### src/verilog/fie_pkg.sv
`default_nettype none

package fie_pkg;

    // ------------------------------------------------------------
    // processor port
    // ------------------------------------------------------------
    localparam int ADDR_W = 9;
    localparam int DATA_W = 8;

    // ------------------------------------------------------------
    // enable register offsets (bank index n sits at PATTERN_IRQ_ENABLE_ADDR - n)
    // ------------------------------------------------------------
    localparam logic [8:0] ALARM_ONE_IRQ_ENABLE_ADDR      = 9'h00c;
    localparam logic [8:0] ALARM_TWO_IRQ_ENABLE_ADDR      = 9'h00d;
    localparam logic [8:0] ERROR_IRQ_ENABLE_ADDR          = 9'h00e;
    localparam logic [8:0] COUNT_OVERFLOW_IRQ_ENABLE_ADDR = 9'h00f;
    localparam logic [8:0] TIMER_IRQ_ENABLE_ADDR          = 9'h010;
    localparam logic [8:0] LINK_ONE_IRQ_ENABLE_ADDR       = 9'h011;
    localparam logic [8:0] LINK_TWO_IRQ_ENABLE_ADDR       = 9'h012;
    localparam logic [8:0] PATTERN_IRQ_ENABLE_ADDR        = 9'h013;
    localparam logic [8:0] EN_BASE_ADDR = ALARM_ONE_IRQ_ENABLE_ADDR;
    localparam int         EN_COUNT     = 8;

    // ------------------------------------------------------------
    // status, latch select and counter offsets
    // ------------------------------------------------------------
    localparam logic [8:0] PATTERN_STATUS_ADDR   = 9'h00b;
    localparam logic [8:0] OVERFLOW_STATUS_ADDR  = 9'h007;
    localparam logic [8:0] LATCH_SEL_ADDR        = 9'h046;
    localparam int         LATCH_SEL_BIT         = 0;
    localparam logic [8:0] CNT_BASE_ADDR         = 9'h050;

    // ------------------------------------------------------------
    // bank indices, summary bit positions
    // ------------------------------------------------------------
    localparam int GRP_ALARM_ONE = 7;
    localparam int GRP_ALARM_TWO = 6;
    localparam int GRP_ERROR     = 5;
    localparam int GRP_OVERFLOW  = 4;
    localparam int GRP_TIMER     = 3;
    localparam int GRP_LINK_ONE  = 2;
    localparam int GRP_LINK_TWO  = 1;
    localparam int GRP_PATTERN   = 0;
    localparam int SIGNAL_LOSS_BIT = 3;

    // writable bits per bank, reserved positions clear
    localparam logic [7:0] EN_MASK [EN_COUNT] = '{
        8'h3f, 8'hff, 8'hff, 8'hff, 8'hff, 8'hff, 8'hfb, 8'hff};

    // ------------------------------------------------------------
    // reset values and counters
    // ------------------------------------------------------------
    localparam logic [7:0]  EN_RESET      = 8'h00;
    localparam logic        LATCH_RESET   = 1'b0;
    localparam int          CNT_W         = 16;
    localparam int          CNT_NUM       = 8;
    localparam int          PAT_W         = 6;
    localparam logic [15:0] CNT_MAX       = 16'hffff;

endpackage : fie_pkg

`default_nettype wire

### src/verilog/fie_error_counter.sv
`default_nettype none

module fie_error_counter
    import fie_pkg::*;
(
    input  wire logic       i_clk,
    input  wire logic       i_arst_n,
    input  wire logic       i_inc,
    input  wire logic       i_roll_en,
    input  wire logic       i_latch_sel,
    input  wire logic       i_tick,
    input  wire logic       i_rd_low,
    input  wire logic       i_rd_high,
    output logic [7:0]      o_low,
    output logic [7:0]      o_high,
    output logic            o_rollover
);

    logic [CNT_W-1:0] count;
    logic [CNT_W-1:0] latched;
    logic [CNT_W-1:0] next_count;
    logic [CNT_W-1:0] next_latched;
    logic [CNT_W-1:0] base;

    always_comb
    begin
        next_latched = latched;
        base         = count;
        o_rollover   = 1'b0;
        if (i_latch_sel)
        begin
            if (i_tick)
            begin
                next_latched = count;
            end
        end
        else
        begin
            if (i_rd_low)
            begin
                next_latched = count;
            end
            if (i_rd_high)
            begin
                base = '0;
            end
        end
        next_count = base;
        // an error landing on the clearing read is still counted
        if (i_inc)
        begin
            if (base != CNT_MAX)
            begin
                next_count = base + 16'h0001;
            end
            else if (i_roll_en)
            begin
                next_count = '0;
                o_rollover = 1'b1;
            end
            else
            begin
                next_count = CNT_MAX;
            end
        end
    end

    always_ff @(posedge i_clk or negedge i_arst_n)
    begin
        if (!i_arst_n)
        begin
            count   <= '0;
            latched <= '0;
        end
        else
        begin
            count   <= next_count;
            latched <= next_latched;
        end
    end

    // low byte live in read-latch mode so the read sees what it latches
    assign o_low  = i_latch_sel ? latched[7:0] : count[7:0];
    assign o_high = latched[15:8];

endmodule : fie_error_counter

`default_nettype wire

### src/verilog/fie_edge_status.sv
`default_nettype none

module fie_edge_status
    import fie_pkg::*;
(
    input  wire logic             i_clk,
    input  wire logic             i_arst_n,
    input  wire logic [PAT_W-1:0] i_src,
    input  wire logic             i_clear,
    output logic [PAT_W-1:0]      o_status
);

    logic [PAT_W-1:0] prev;
    logic [PAT_W-1:0] next_status;

    always_comb
    begin
        // a rise in the clearing cycle survives the clear
        next_status = (i_clear ? '0 : o_status) | (i_src & ~prev);
    end

    always_ff @(posedge i_clk or negedge i_arst_n)
    begin
        if (!i_arst_n)
        begin
            prev     <= '0;
            o_status <= '0;
        end
        else
        begin
            prev     <= i_src;
            o_status <= next_status;
        end
    end

endmodule : fie_edge_status

`default_nettype wire

### src/verilog/fie_irq_enable_bank.sv
`default_nettype none

module fie_irq_enable_bank
    import fie_pkg::*;
(
    input  wire logic              I_CLOCK,
    input  wire logic              I_ARST_N,
    input  wire logic [ADDR_W-1:0] I_ADDR,
    input  wire logic [DATA_W-1:0] I_WR_DATA,
    input  wire logic              I_WR,
    input  wire logic              I_RD,
    output logic [DATA_W-1:0]      O_RD_DATA,
    output logic                   O_RD_VALID,
    input  wire logic [7:0]        I_ALARM_ONE_STATUS,
    input  wire logic              I_ANALOG_SIGNAL_LOSS,
    input  wire logic              I_RECEIVE_CLOCK_LOSS,
    input  wire logic [7:0]        I_ALARM_TWO_STATUS,
    input  wire logic [7:0]        I_ERROR_STATUS,
    input  wire logic [7:0]        I_TIMER_STATUS,
    input  wire logic [7:0]        I_LINK_ONE_STATUS,
    input  wire logic [7:0]        I_LINK_TWO_STATUS,
    input  wire logic [PAT_W-1:0]  I_PATTERN_SOURCE,
    input  wire logic [CNT_NUM-1:0] I_ERR_EVENT,
    input  wire logic              I_ONE_SEC_TICK,
    output logic [EN_COUNT-1:0]    O_GROUP_SUMMARY,
    output logic                   O_IRQ_OUT_N
);

    // ------------------------------------------------------------
    // address decode
    // ------------------------------------------------------------
    function automatic logic en_hit(input logic [8:0] a);
        return (a >= EN_BASE_ADDR) && (a <= PATTERN_IRQ_ENABLE_ADDR);
    endfunction : en_hit

    // bank index falls as the offset rises
    function automatic logic [2:0] en_index(input logic [8:0] a);
        logic [8:0] d;
        d = a - EN_BASE_ADDR;
        return 3'(3'd7 - d[2:0]);
    endfunction : en_index

    function automatic logic cnt_hit(input logic [8:0] a);
        return a[8:4] == CNT_BASE_ADDR[8:4];
    endfunction : cnt_hit

    // ------------------------------------------------------------
    // enable registers and latch select
    // ------------------------------------------------------------
    logic [7:0] irq_enable_reg      [EN_COUNT];
    logic [7:0] next_irq_enable_reg [EN_COUNT];
    logic       one_second_latch_sel;
    logic       next_one_second_latch_sel;
    logic       en_wr;
    logic       latch_wr;

    assign en_wr    = I_WR && en_hit(I_ADDR);
    assign latch_wr = I_WR && (I_ADDR == LATCH_SEL_ADDR);

    // reserved positions are masked on the way in, so they read zero
    always_comb
    begin
        for (int n = 0; n < EN_COUNT; n++)
        begin
            next_irq_enable_reg[n] = irq_enable_reg[n];
        end
        next_one_second_latch_sel = one_second_latch_sel;
        if (en_wr)
        begin
            next_irq_enable_reg[en_index(I_ADDR)] =
                I_WR_DATA & EN_MASK[en_index(I_ADDR)];
        end
        if (latch_wr)
        begin
            next_one_second_latch_sel = I_WR_DATA[LATCH_SEL_BIT];
        end
    end

    always_ff @(posedge I_CLOCK or negedge I_ARST_N)
    begin
        if (!I_ARST_N)
        begin
            for (int n = 0; n < EN_COUNT; n++)
            begin
                irq_enable_reg[n] <= EN_RESET;
            end
            one_second_latch_sel <= LATCH_RESET;
        end
        else
        begin
            for (int n = 0; n < EN_COUNT; n++)
            begin
                irq_enable_reg[n] <= next_irq_enable_reg[n];
            end
            one_second_latch_sel <= next_one_second_latch_sel;
        end
    end

    // ------------------------------------------------------------
    // error counters
    // ------------------------------------------------------------
    logic [7:0]         cnt_low  [CNT_NUM];
    logic [7:0]         cnt_high [CNT_NUM];
    logic [CNT_NUM-1:0] rollover;
    logic [2:0]         cnt_sel;
    logic               cnt_rd;

    // low byte at even offset, high byte at odd
    assign cnt_sel = I_ADDR[3:1];
    assign cnt_rd  = I_RD && cnt_hit(I_ADDR);

    generate
        for (genvar k = 0; k < CNT_NUM; k++)
        begin : g_cnt
            fie_error_counter u_cnt (
                .i_clk       (I_CLOCK),
                .i_arst_n    (I_ARST_N),
                .i_inc       (I_ERR_EVENT[k]),
                .i_roll_en   (irq_enable_reg[GRP_OVERFLOW][k]),
                .i_latch_sel (one_second_latch_sel),
                .i_tick      (I_ONE_SEC_TICK),
                .i_rd_low    (cnt_rd && cnt_sel == 3'(k) && !I_ADDR[0]),
                .i_rd_high   (cnt_rd && cnt_sel == 3'(k) && I_ADDR[0]),
                .o_low       (cnt_low[k]),
                .o_high      (cnt_high[k]),
                .o_rollover  (rollover[k])
            );
        end
    endgenerate

    // ------------------------------------------------------------
    // overflow status, set only by a rollover
    // ------------------------------------------------------------
    logic [7:0] overflow_status;
    logic [7:0] next_overflow_status;
    logic       ovf_clear;

    // one read clears all eight flags; a rollover on that edge wins
    assign ovf_clear = I_RD && (I_ADDR == OVERFLOW_STATUS_ADDR);

    always_comb
    begin
        // saturating counters never pulse rollover, so no event
        next_overflow_status =
            (ovf_clear ? 8'h00 : overflow_status) | rollover;
    end

    always_ff @(posedge I_CLOCK or negedge I_ARST_N)
    begin
        if (!I_ARST_N)
        begin
            overflow_status <= 8'h00;
        end
        else
        begin
            overflow_status <= next_overflow_status;
        end
    end

    // ------------------------------------------------------------
    // pattern status
    // ------------------------------------------------------------
    logic [PAT_W-1:0] pattern_status_reg;
    logic             pat_clear;

    // any read of the status word clears it, back to back too
    assign pat_clear = I_RD && (I_ADDR == PATTERN_STATUS_ADDR);

    fie_edge_status u_pattern (
        .i_clk    (I_CLOCK),
        .i_arst_n (I_ARST_N),
        .i_src    (I_PATTERN_SOURCE),
        .i_clear  (pat_clear),
        .o_status (pattern_status_reg)
    );

    // ------------------------------------------------------------
    // status gathering and summary
    // ------------------------------------------------------------
    logic [7:0] irq_status_reg [EN_COUNT];
    logic [7:0] alarm_one;

    always_comb
    begin
        alarm_one = I_ALARM_ONE_STATUS;
        alarm_one[SIGNAL_LOSS_BIT] =
            I_ANALOG_SIGNAL_LOSS | I_RECEIVE_CLOCK_LOSS;
    end

    assign irq_status_reg[GRP_ALARM_ONE] = alarm_one;
    assign irq_status_reg[GRP_ALARM_TWO] = I_ALARM_TWO_STATUS;
    assign irq_status_reg[GRP_ERROR]     = I_ERROR_STATUS;
    assign irq_status_reg[GRP_OVERFLOW]  = overflow_status;
    assign irq_status_reg[GRP_TIMER]     = I_TIMER_STATUS;
    assign irq_status_reg[GRP_LINK_ONE]  = I_LINK_ONE_STATUS;
    assign irq_status_reg[GRP_LINK_TWO]  = I_LINK_TWO_STATUS;
    assign irq_status_reg[GRP_PATTERN]   = {2'b00, pattern_status_reg};

    logic [EN_COUNT-1:0] next_summary;
    logic [EN_COUNT-1:0] group_summary_bit;

    always_comb
    begin
        for (int n = 0; n < EN_COUNT; n++)
        begin
            // cleared enables keep status visible but off the summary
            next_summary[n] =
                |(irq_status_reg[n] & irq_enable_reg[n]);
        end
    end

    // registered so status edges never glitch the interrupt pin
    always_ff @(posedge I_CLOCK or negedge I_ARST_N)
    begin
        if (!I_ARST_N)
        begin
            group_summary_bit <= '0;
        end
        else
        begin
            group_summary_bit <= next_summary;
        end
    end

    assign O_GROUP_SUMMARY = group_summary_bit;
    assign O_IRQ_OUT_N     = ~|group_summary_bit;

    // ------------------------------------------------------------
    // read path
    // ------------------------------------------------------------
    logic [7:0] rd_word;
    logic [7:0] next_rd_data;
    logic       next_rd_valid;

    always_comb
    begin
        rd_word = 8'h00;
        if (en_hit(I_ADDR))
        begin
            rd_word = irq_enable_reg[en_index(I_ADDR)];
        end
        else if (cnt_hit(I_ADDR))
        begin
            rd_word = I_ADDR[0] ? cnt_high[cnt_sel] : cnt_low[cnt_sel];
        end
        else if (I_ADDR == PATTERN_STATUS_ADDR)
        begin
            rd_word = irq_status_reg[GRP_PATTERN];
        end
        else if (I_ADDR == OVERFLOW_STATUS_ADDR)
        begin
            rd_word = overflow_status;
        end
        else if (I_ADDR == LATCH_SEL_ADDR)
        begin
            rd_word[LATCH_SEL_BIT] = one_second_latch_sel;
        end
    end

    // data holds between reads; a slow host may fetch it late
    always_comb
    begin
        next_rd_valid = I_RD;
        next_rd_data  = O_RD_DATA;
        if (I_RD)
        begin
            next_rd_data = rd_word;
        end
    end

    always_ff @(posedge I_CLOCK or negedge I_ARST_N)
    begin
        if (!I_ARST_N)
        begin
            O_RD_DATA  <= 8'h00;
            O_RD_VALID <= 1'b0;
        end
        else
        begin
            O_RD_DATA  <= next_rd_data;
            O_RD_VALID <= next_rd_valid;
        end
    end

endmodule : fie_irq_enable_bank

`default_nettype wire

### config.mk
export PLATFORM = sky130hd
export DESIGN_NAME = fie_irq_enable_bank
export DESIGN_NICKNAME = d
export VERILOG_FILES = /design/src/verilog/fie_pkg.sv /design/src/verilog/fie_error_counter.sv /design/src/verilog/fie_edge_status.sv /design/src/verilog/fie_irq_enable_bank.sv
export SDC_FILE = /design/constraint.sdc
export NUM_CORES = 1
export LEC_CHECK = 0
export BUFFER_PORTS_ARGS = -buffer_cell sky130_fd_sc_hd__buf_2
export CORE_MARGIN = 3
export CORE_UTILIZATION = 28
export DETAILED_ROUTE_END_ITERATION = 7
export GPL_ROUTABILITY_DRIVEN = 0
export GPL_TIMING_DRIVEN = 0
export SYNTH_ARGS = -nofsm -noshare
export SYNTH_HDL_FRONTEND = slang
export SYNTH_HIERARCHICAL = 1
export SYNTH_SLANG_ARGS = --single-unit
export TNS_END_PERCENT = 10
### constraint.sdc
create_clock -name I_CLOCK -period 2.7 [get_ports I_CLOCK]
set_clock_uncertainty 0.05 [all_clocks]
set_input_delay 0.135 -clock I_CLOCK [delete_from_list [all_inputs] [get_ports I_CLOCK]]
set_output_delay 0.135 -clock I_CLOCK [all_outputs]
set_load 0.02 [all_outputs]
==> results.md <==
* Slowest CP cell: dfrtp_4
* DR vias at 15576
* Mapped Area at 0.0200 mm^2
* Worst Reg-to-Reg Cells at 6
* Post-synth top area share at approximately 45%
* First-pass GRT wire length at 92900 um
* CP max stage delay at 640 ps
* Cells after synthesis at 1769
* Drt first pass iters at 6
* Pre-CTS setup slack at -809 ps
* Final Critical Period at 2730 ps
* Status: finished, violations left
* Vias in the first global route at between 15000 and 20000
* Seq/Total Area, Yosys at 44.8%
* Clock sinks at around 360
* Final Core Density at 33.6%
* Share of layout cells above drive strength 1 at 32.0%
* Area contributors post-synth: dfrtp_1, mux2_2, mux2_1
* Total Nets Final at ~2000
* Total power at approximately 16 mW
* Yosys warns at 6
* Clk_lat worst skew at 560 ps
* Most frequent cell on the critical path: mux4_2
* Vias/cell at 5.32
* Max Clk Rate at ~370 MHz
* Max Buffers Root-to-Sink at 3
* Least-Margin Pin Slew at between 900 and 1000 ps
* Post-DP HPWL at 44300 um
* Syn_nets at 1855
* Final wirelength at 59200 um
* Most area-hungry cell type in the Yosys netlist: dfrtp_1
* Failing checks: negative setup slack
* # IOs at 104
* Placed Area at 0.0218 mm^2
* Final worst setup slack at -32.9 ps
* CTS Buf Count at 40
* Pwr/cell area at 670 mW/mm^2
* PortBufs at 101
* DRC Markers at 0
* Die X at 273 um
* Die height at 273 um
* # rows at between 90 and 100
* Worst setup SP type: flop
* Yosys cell types at 70
* Overall global routing resource usage at 15.8%
* Reg-to-Reg Start: one_second_latch_sel
* Post-route ant nets at 0
* Slew HR at between 30% and 40%
* Endpoints failing setup at 1
* H-tree level count at 2
* Avg WL per Cell at 20.2 um
* Syn_area_per_cell at 11.3 um^2
* Worst setup path end: O_RD_DATA[5]
* Largest net degree at the start of global routing at approximately 110
* Critical Path RT at about 3100 ps
* R2R Path End: O_RD_DATA[5]
* Layout area overhead at 18.5%
* WS Path Type: reg -> reg
* Die Footprint at 0.0746 mm^2
* Fin crit share at 101%
* Max Cap Viol at 0
* DRT iter0 DRCs at 1431
* Synth Flop Type: dfrtp_1
* Max VDD drop at 0.506 mV
* Remaining Overflow, GRT at 0
* Fin. Hold Viols at 0
* RSZ-0062 raised after global routing: yes
* Worst Hold Class: in -> reg
* Crit. End Element: flop
* Post-route cell area at 0.0237 mm^2
* Fin. max-slew vios at 0
* CORE AREA at 0.0704 mm^2
* CP cell instances: buf_4 -> mux2_2 -> mux4_2 -> mux4_2 -> nand2_1 -> a31oi_1
* Worst Setup SP: one_second_latch_sel
* CTS tree: done
* Seq cells post-synth at 358
* Root Buffer: clkbuf_16
* EDFF count, synth at 0
* Worst Path Arrival at 3110 ps
* R2R setup slack at -30 ps
* Crit path max fanout at 14
* Worst-path clk slew at 70 ps
* Initial antenna violation count at 4
* Post-synth ARST share at 100%
* Static leakage at 10.6 nW
* Initial core utilization at 28.4%
==> cell usage after synthesis (all sizes together) (10+ instances only) <==
cell type and instances:
o21a 16, o22ai 14, nand4 68, a211oi 25, mux2 250, nor2 105, a21oi 74, nand2b 11
nor3 58, buf 124, inv 30, nand3 107, o21ai 68, a22oi 39, mux4 29, nor4 16
and4 24, and3 32, nor3b 11, mux2i 38, a221oi 10, clkbuf 21, dfrtp 358, nand2 109
nor2b 17, a31oi 17, xor2 24, and2 13
==> layout by cell type, fill, tap and decap left out, types with 30 or more instances in the layout <==
cell type      count
nor2_1            91
o21ai_0           44
mux2_2           162
a21oi_1           74
buf_2            131
dfrtp_1          357
inv_1             30
dlygate4sd3_1     44
a22oi_1           39
mux2i_1           30
nand2_1          106
nand4_1           43
mux2_1            69
nand3_1           99
nor3_1            48
buf_4             89
clkbuf_16         41
==> report_power, final <==
group,switching (mW),total (mW),leakage [nW],internal (mW)
clock,2.30,5.93,0.711,3.63
combinational,1.69,3.06,5.17,1.37
sequential,0.786,6.87,4.76,6.09
total,4.78,15.9,10.6,11.1
==> metal layers <==
metal / track usage (%) / part of all wire (%) / vias to the layer above
met1: 21.9 / 44 / 7917
met2: 24.8 / 46 / 586
met3: 2.88 / 6.8 / 131
li1: - / - / 6940
met5: 0 / 0.022 / -
met4: 5.22 / 3.0 / 2
==> cells by family after synthesis <==
kind of cell	share of synthesized area, %
buffers and inverters	5.19
XOR/XNOR	1.40
multiplexers	20.1
flip-flops	44.8
AO/OA/AOI/OAI	9.82
AND/OR/NAND/NOR	18.6
==> layout make-up <==
| type | count | area, um^2 |
|---|---|---|
| Timing Repair Buffer | 149 | 1050 |
| Buffer | 143 | 921 |
| Fill cell | 7032 | 46700 |
| Inverter | 30 | 113 |
| Antenna cell | 1 | 2.50 |
| Clock buffer | 55 | 1180 |
| Clock inverter | 18 | 250 |
| Multi-Input combinational cell | 1236 | 10000 |
| Tap cell | 940 | 1180 |
| Sequential cell | 358 | 8960 |
==> how the worst min path moves through the flow <==
stage / startpoint / end / slack (ps) / cells after the start
finish: I_ADDR[6] / O_RD_DATA[0] / 80 / 4
global route: I_ADDR[6] / O_RD_DATA[0] / 120 / 4
CTS: I_ADDR[6] / O_RD_DATA[0] / 30 / 4
detailed placement: I_ARST_N / g_cnt[0].u_cnt/count[4] / 140 / 1
global placement: I_PATTERN_SOURCE[5] / u_pattern/prev[5] / 210 / 1
floorplan: I_ARST_N / O_GROUP_SUMMARY[0] / -210 / 0
==> per-stage QoR <==
step | hold slack, ps | TNS (ps) | cells
final | 77.1 | -32.9 | 2930
after CTS | 31.2 | -29.0 | 2931
after detailed placement | 142 | -119860 | 2813
after global routing | 117 | -77.8 | 2929
after floorplan | -211 | 0 | 1769
after global placement | 209 | -2086380 | 2810
==> timing repair <==
| item | 4_1_cts | 5_1_grt |
|---|---|---|
| resized for setup | 6 | 8 |
| cloned | 0 | 0 |
| hold buffers | 44 | 0 |
| setup endpoints to repair | 111 | 45 |
| endpoints found under the hold margin | 190 | 0 |
| buffers inserted | 1 | 0 |
==> worst max-delay path, delay by kind of cell (launching register included) <==
family                 cells  cell delay [ps]
buffers and inverters      1              270
multiplexers               3             1420
flip-flops                 1              640
AND/OR/NAND/NOR            1              100
AO/OA/AOI/OAI              1              100
Power figures use the tool's default switching activity.
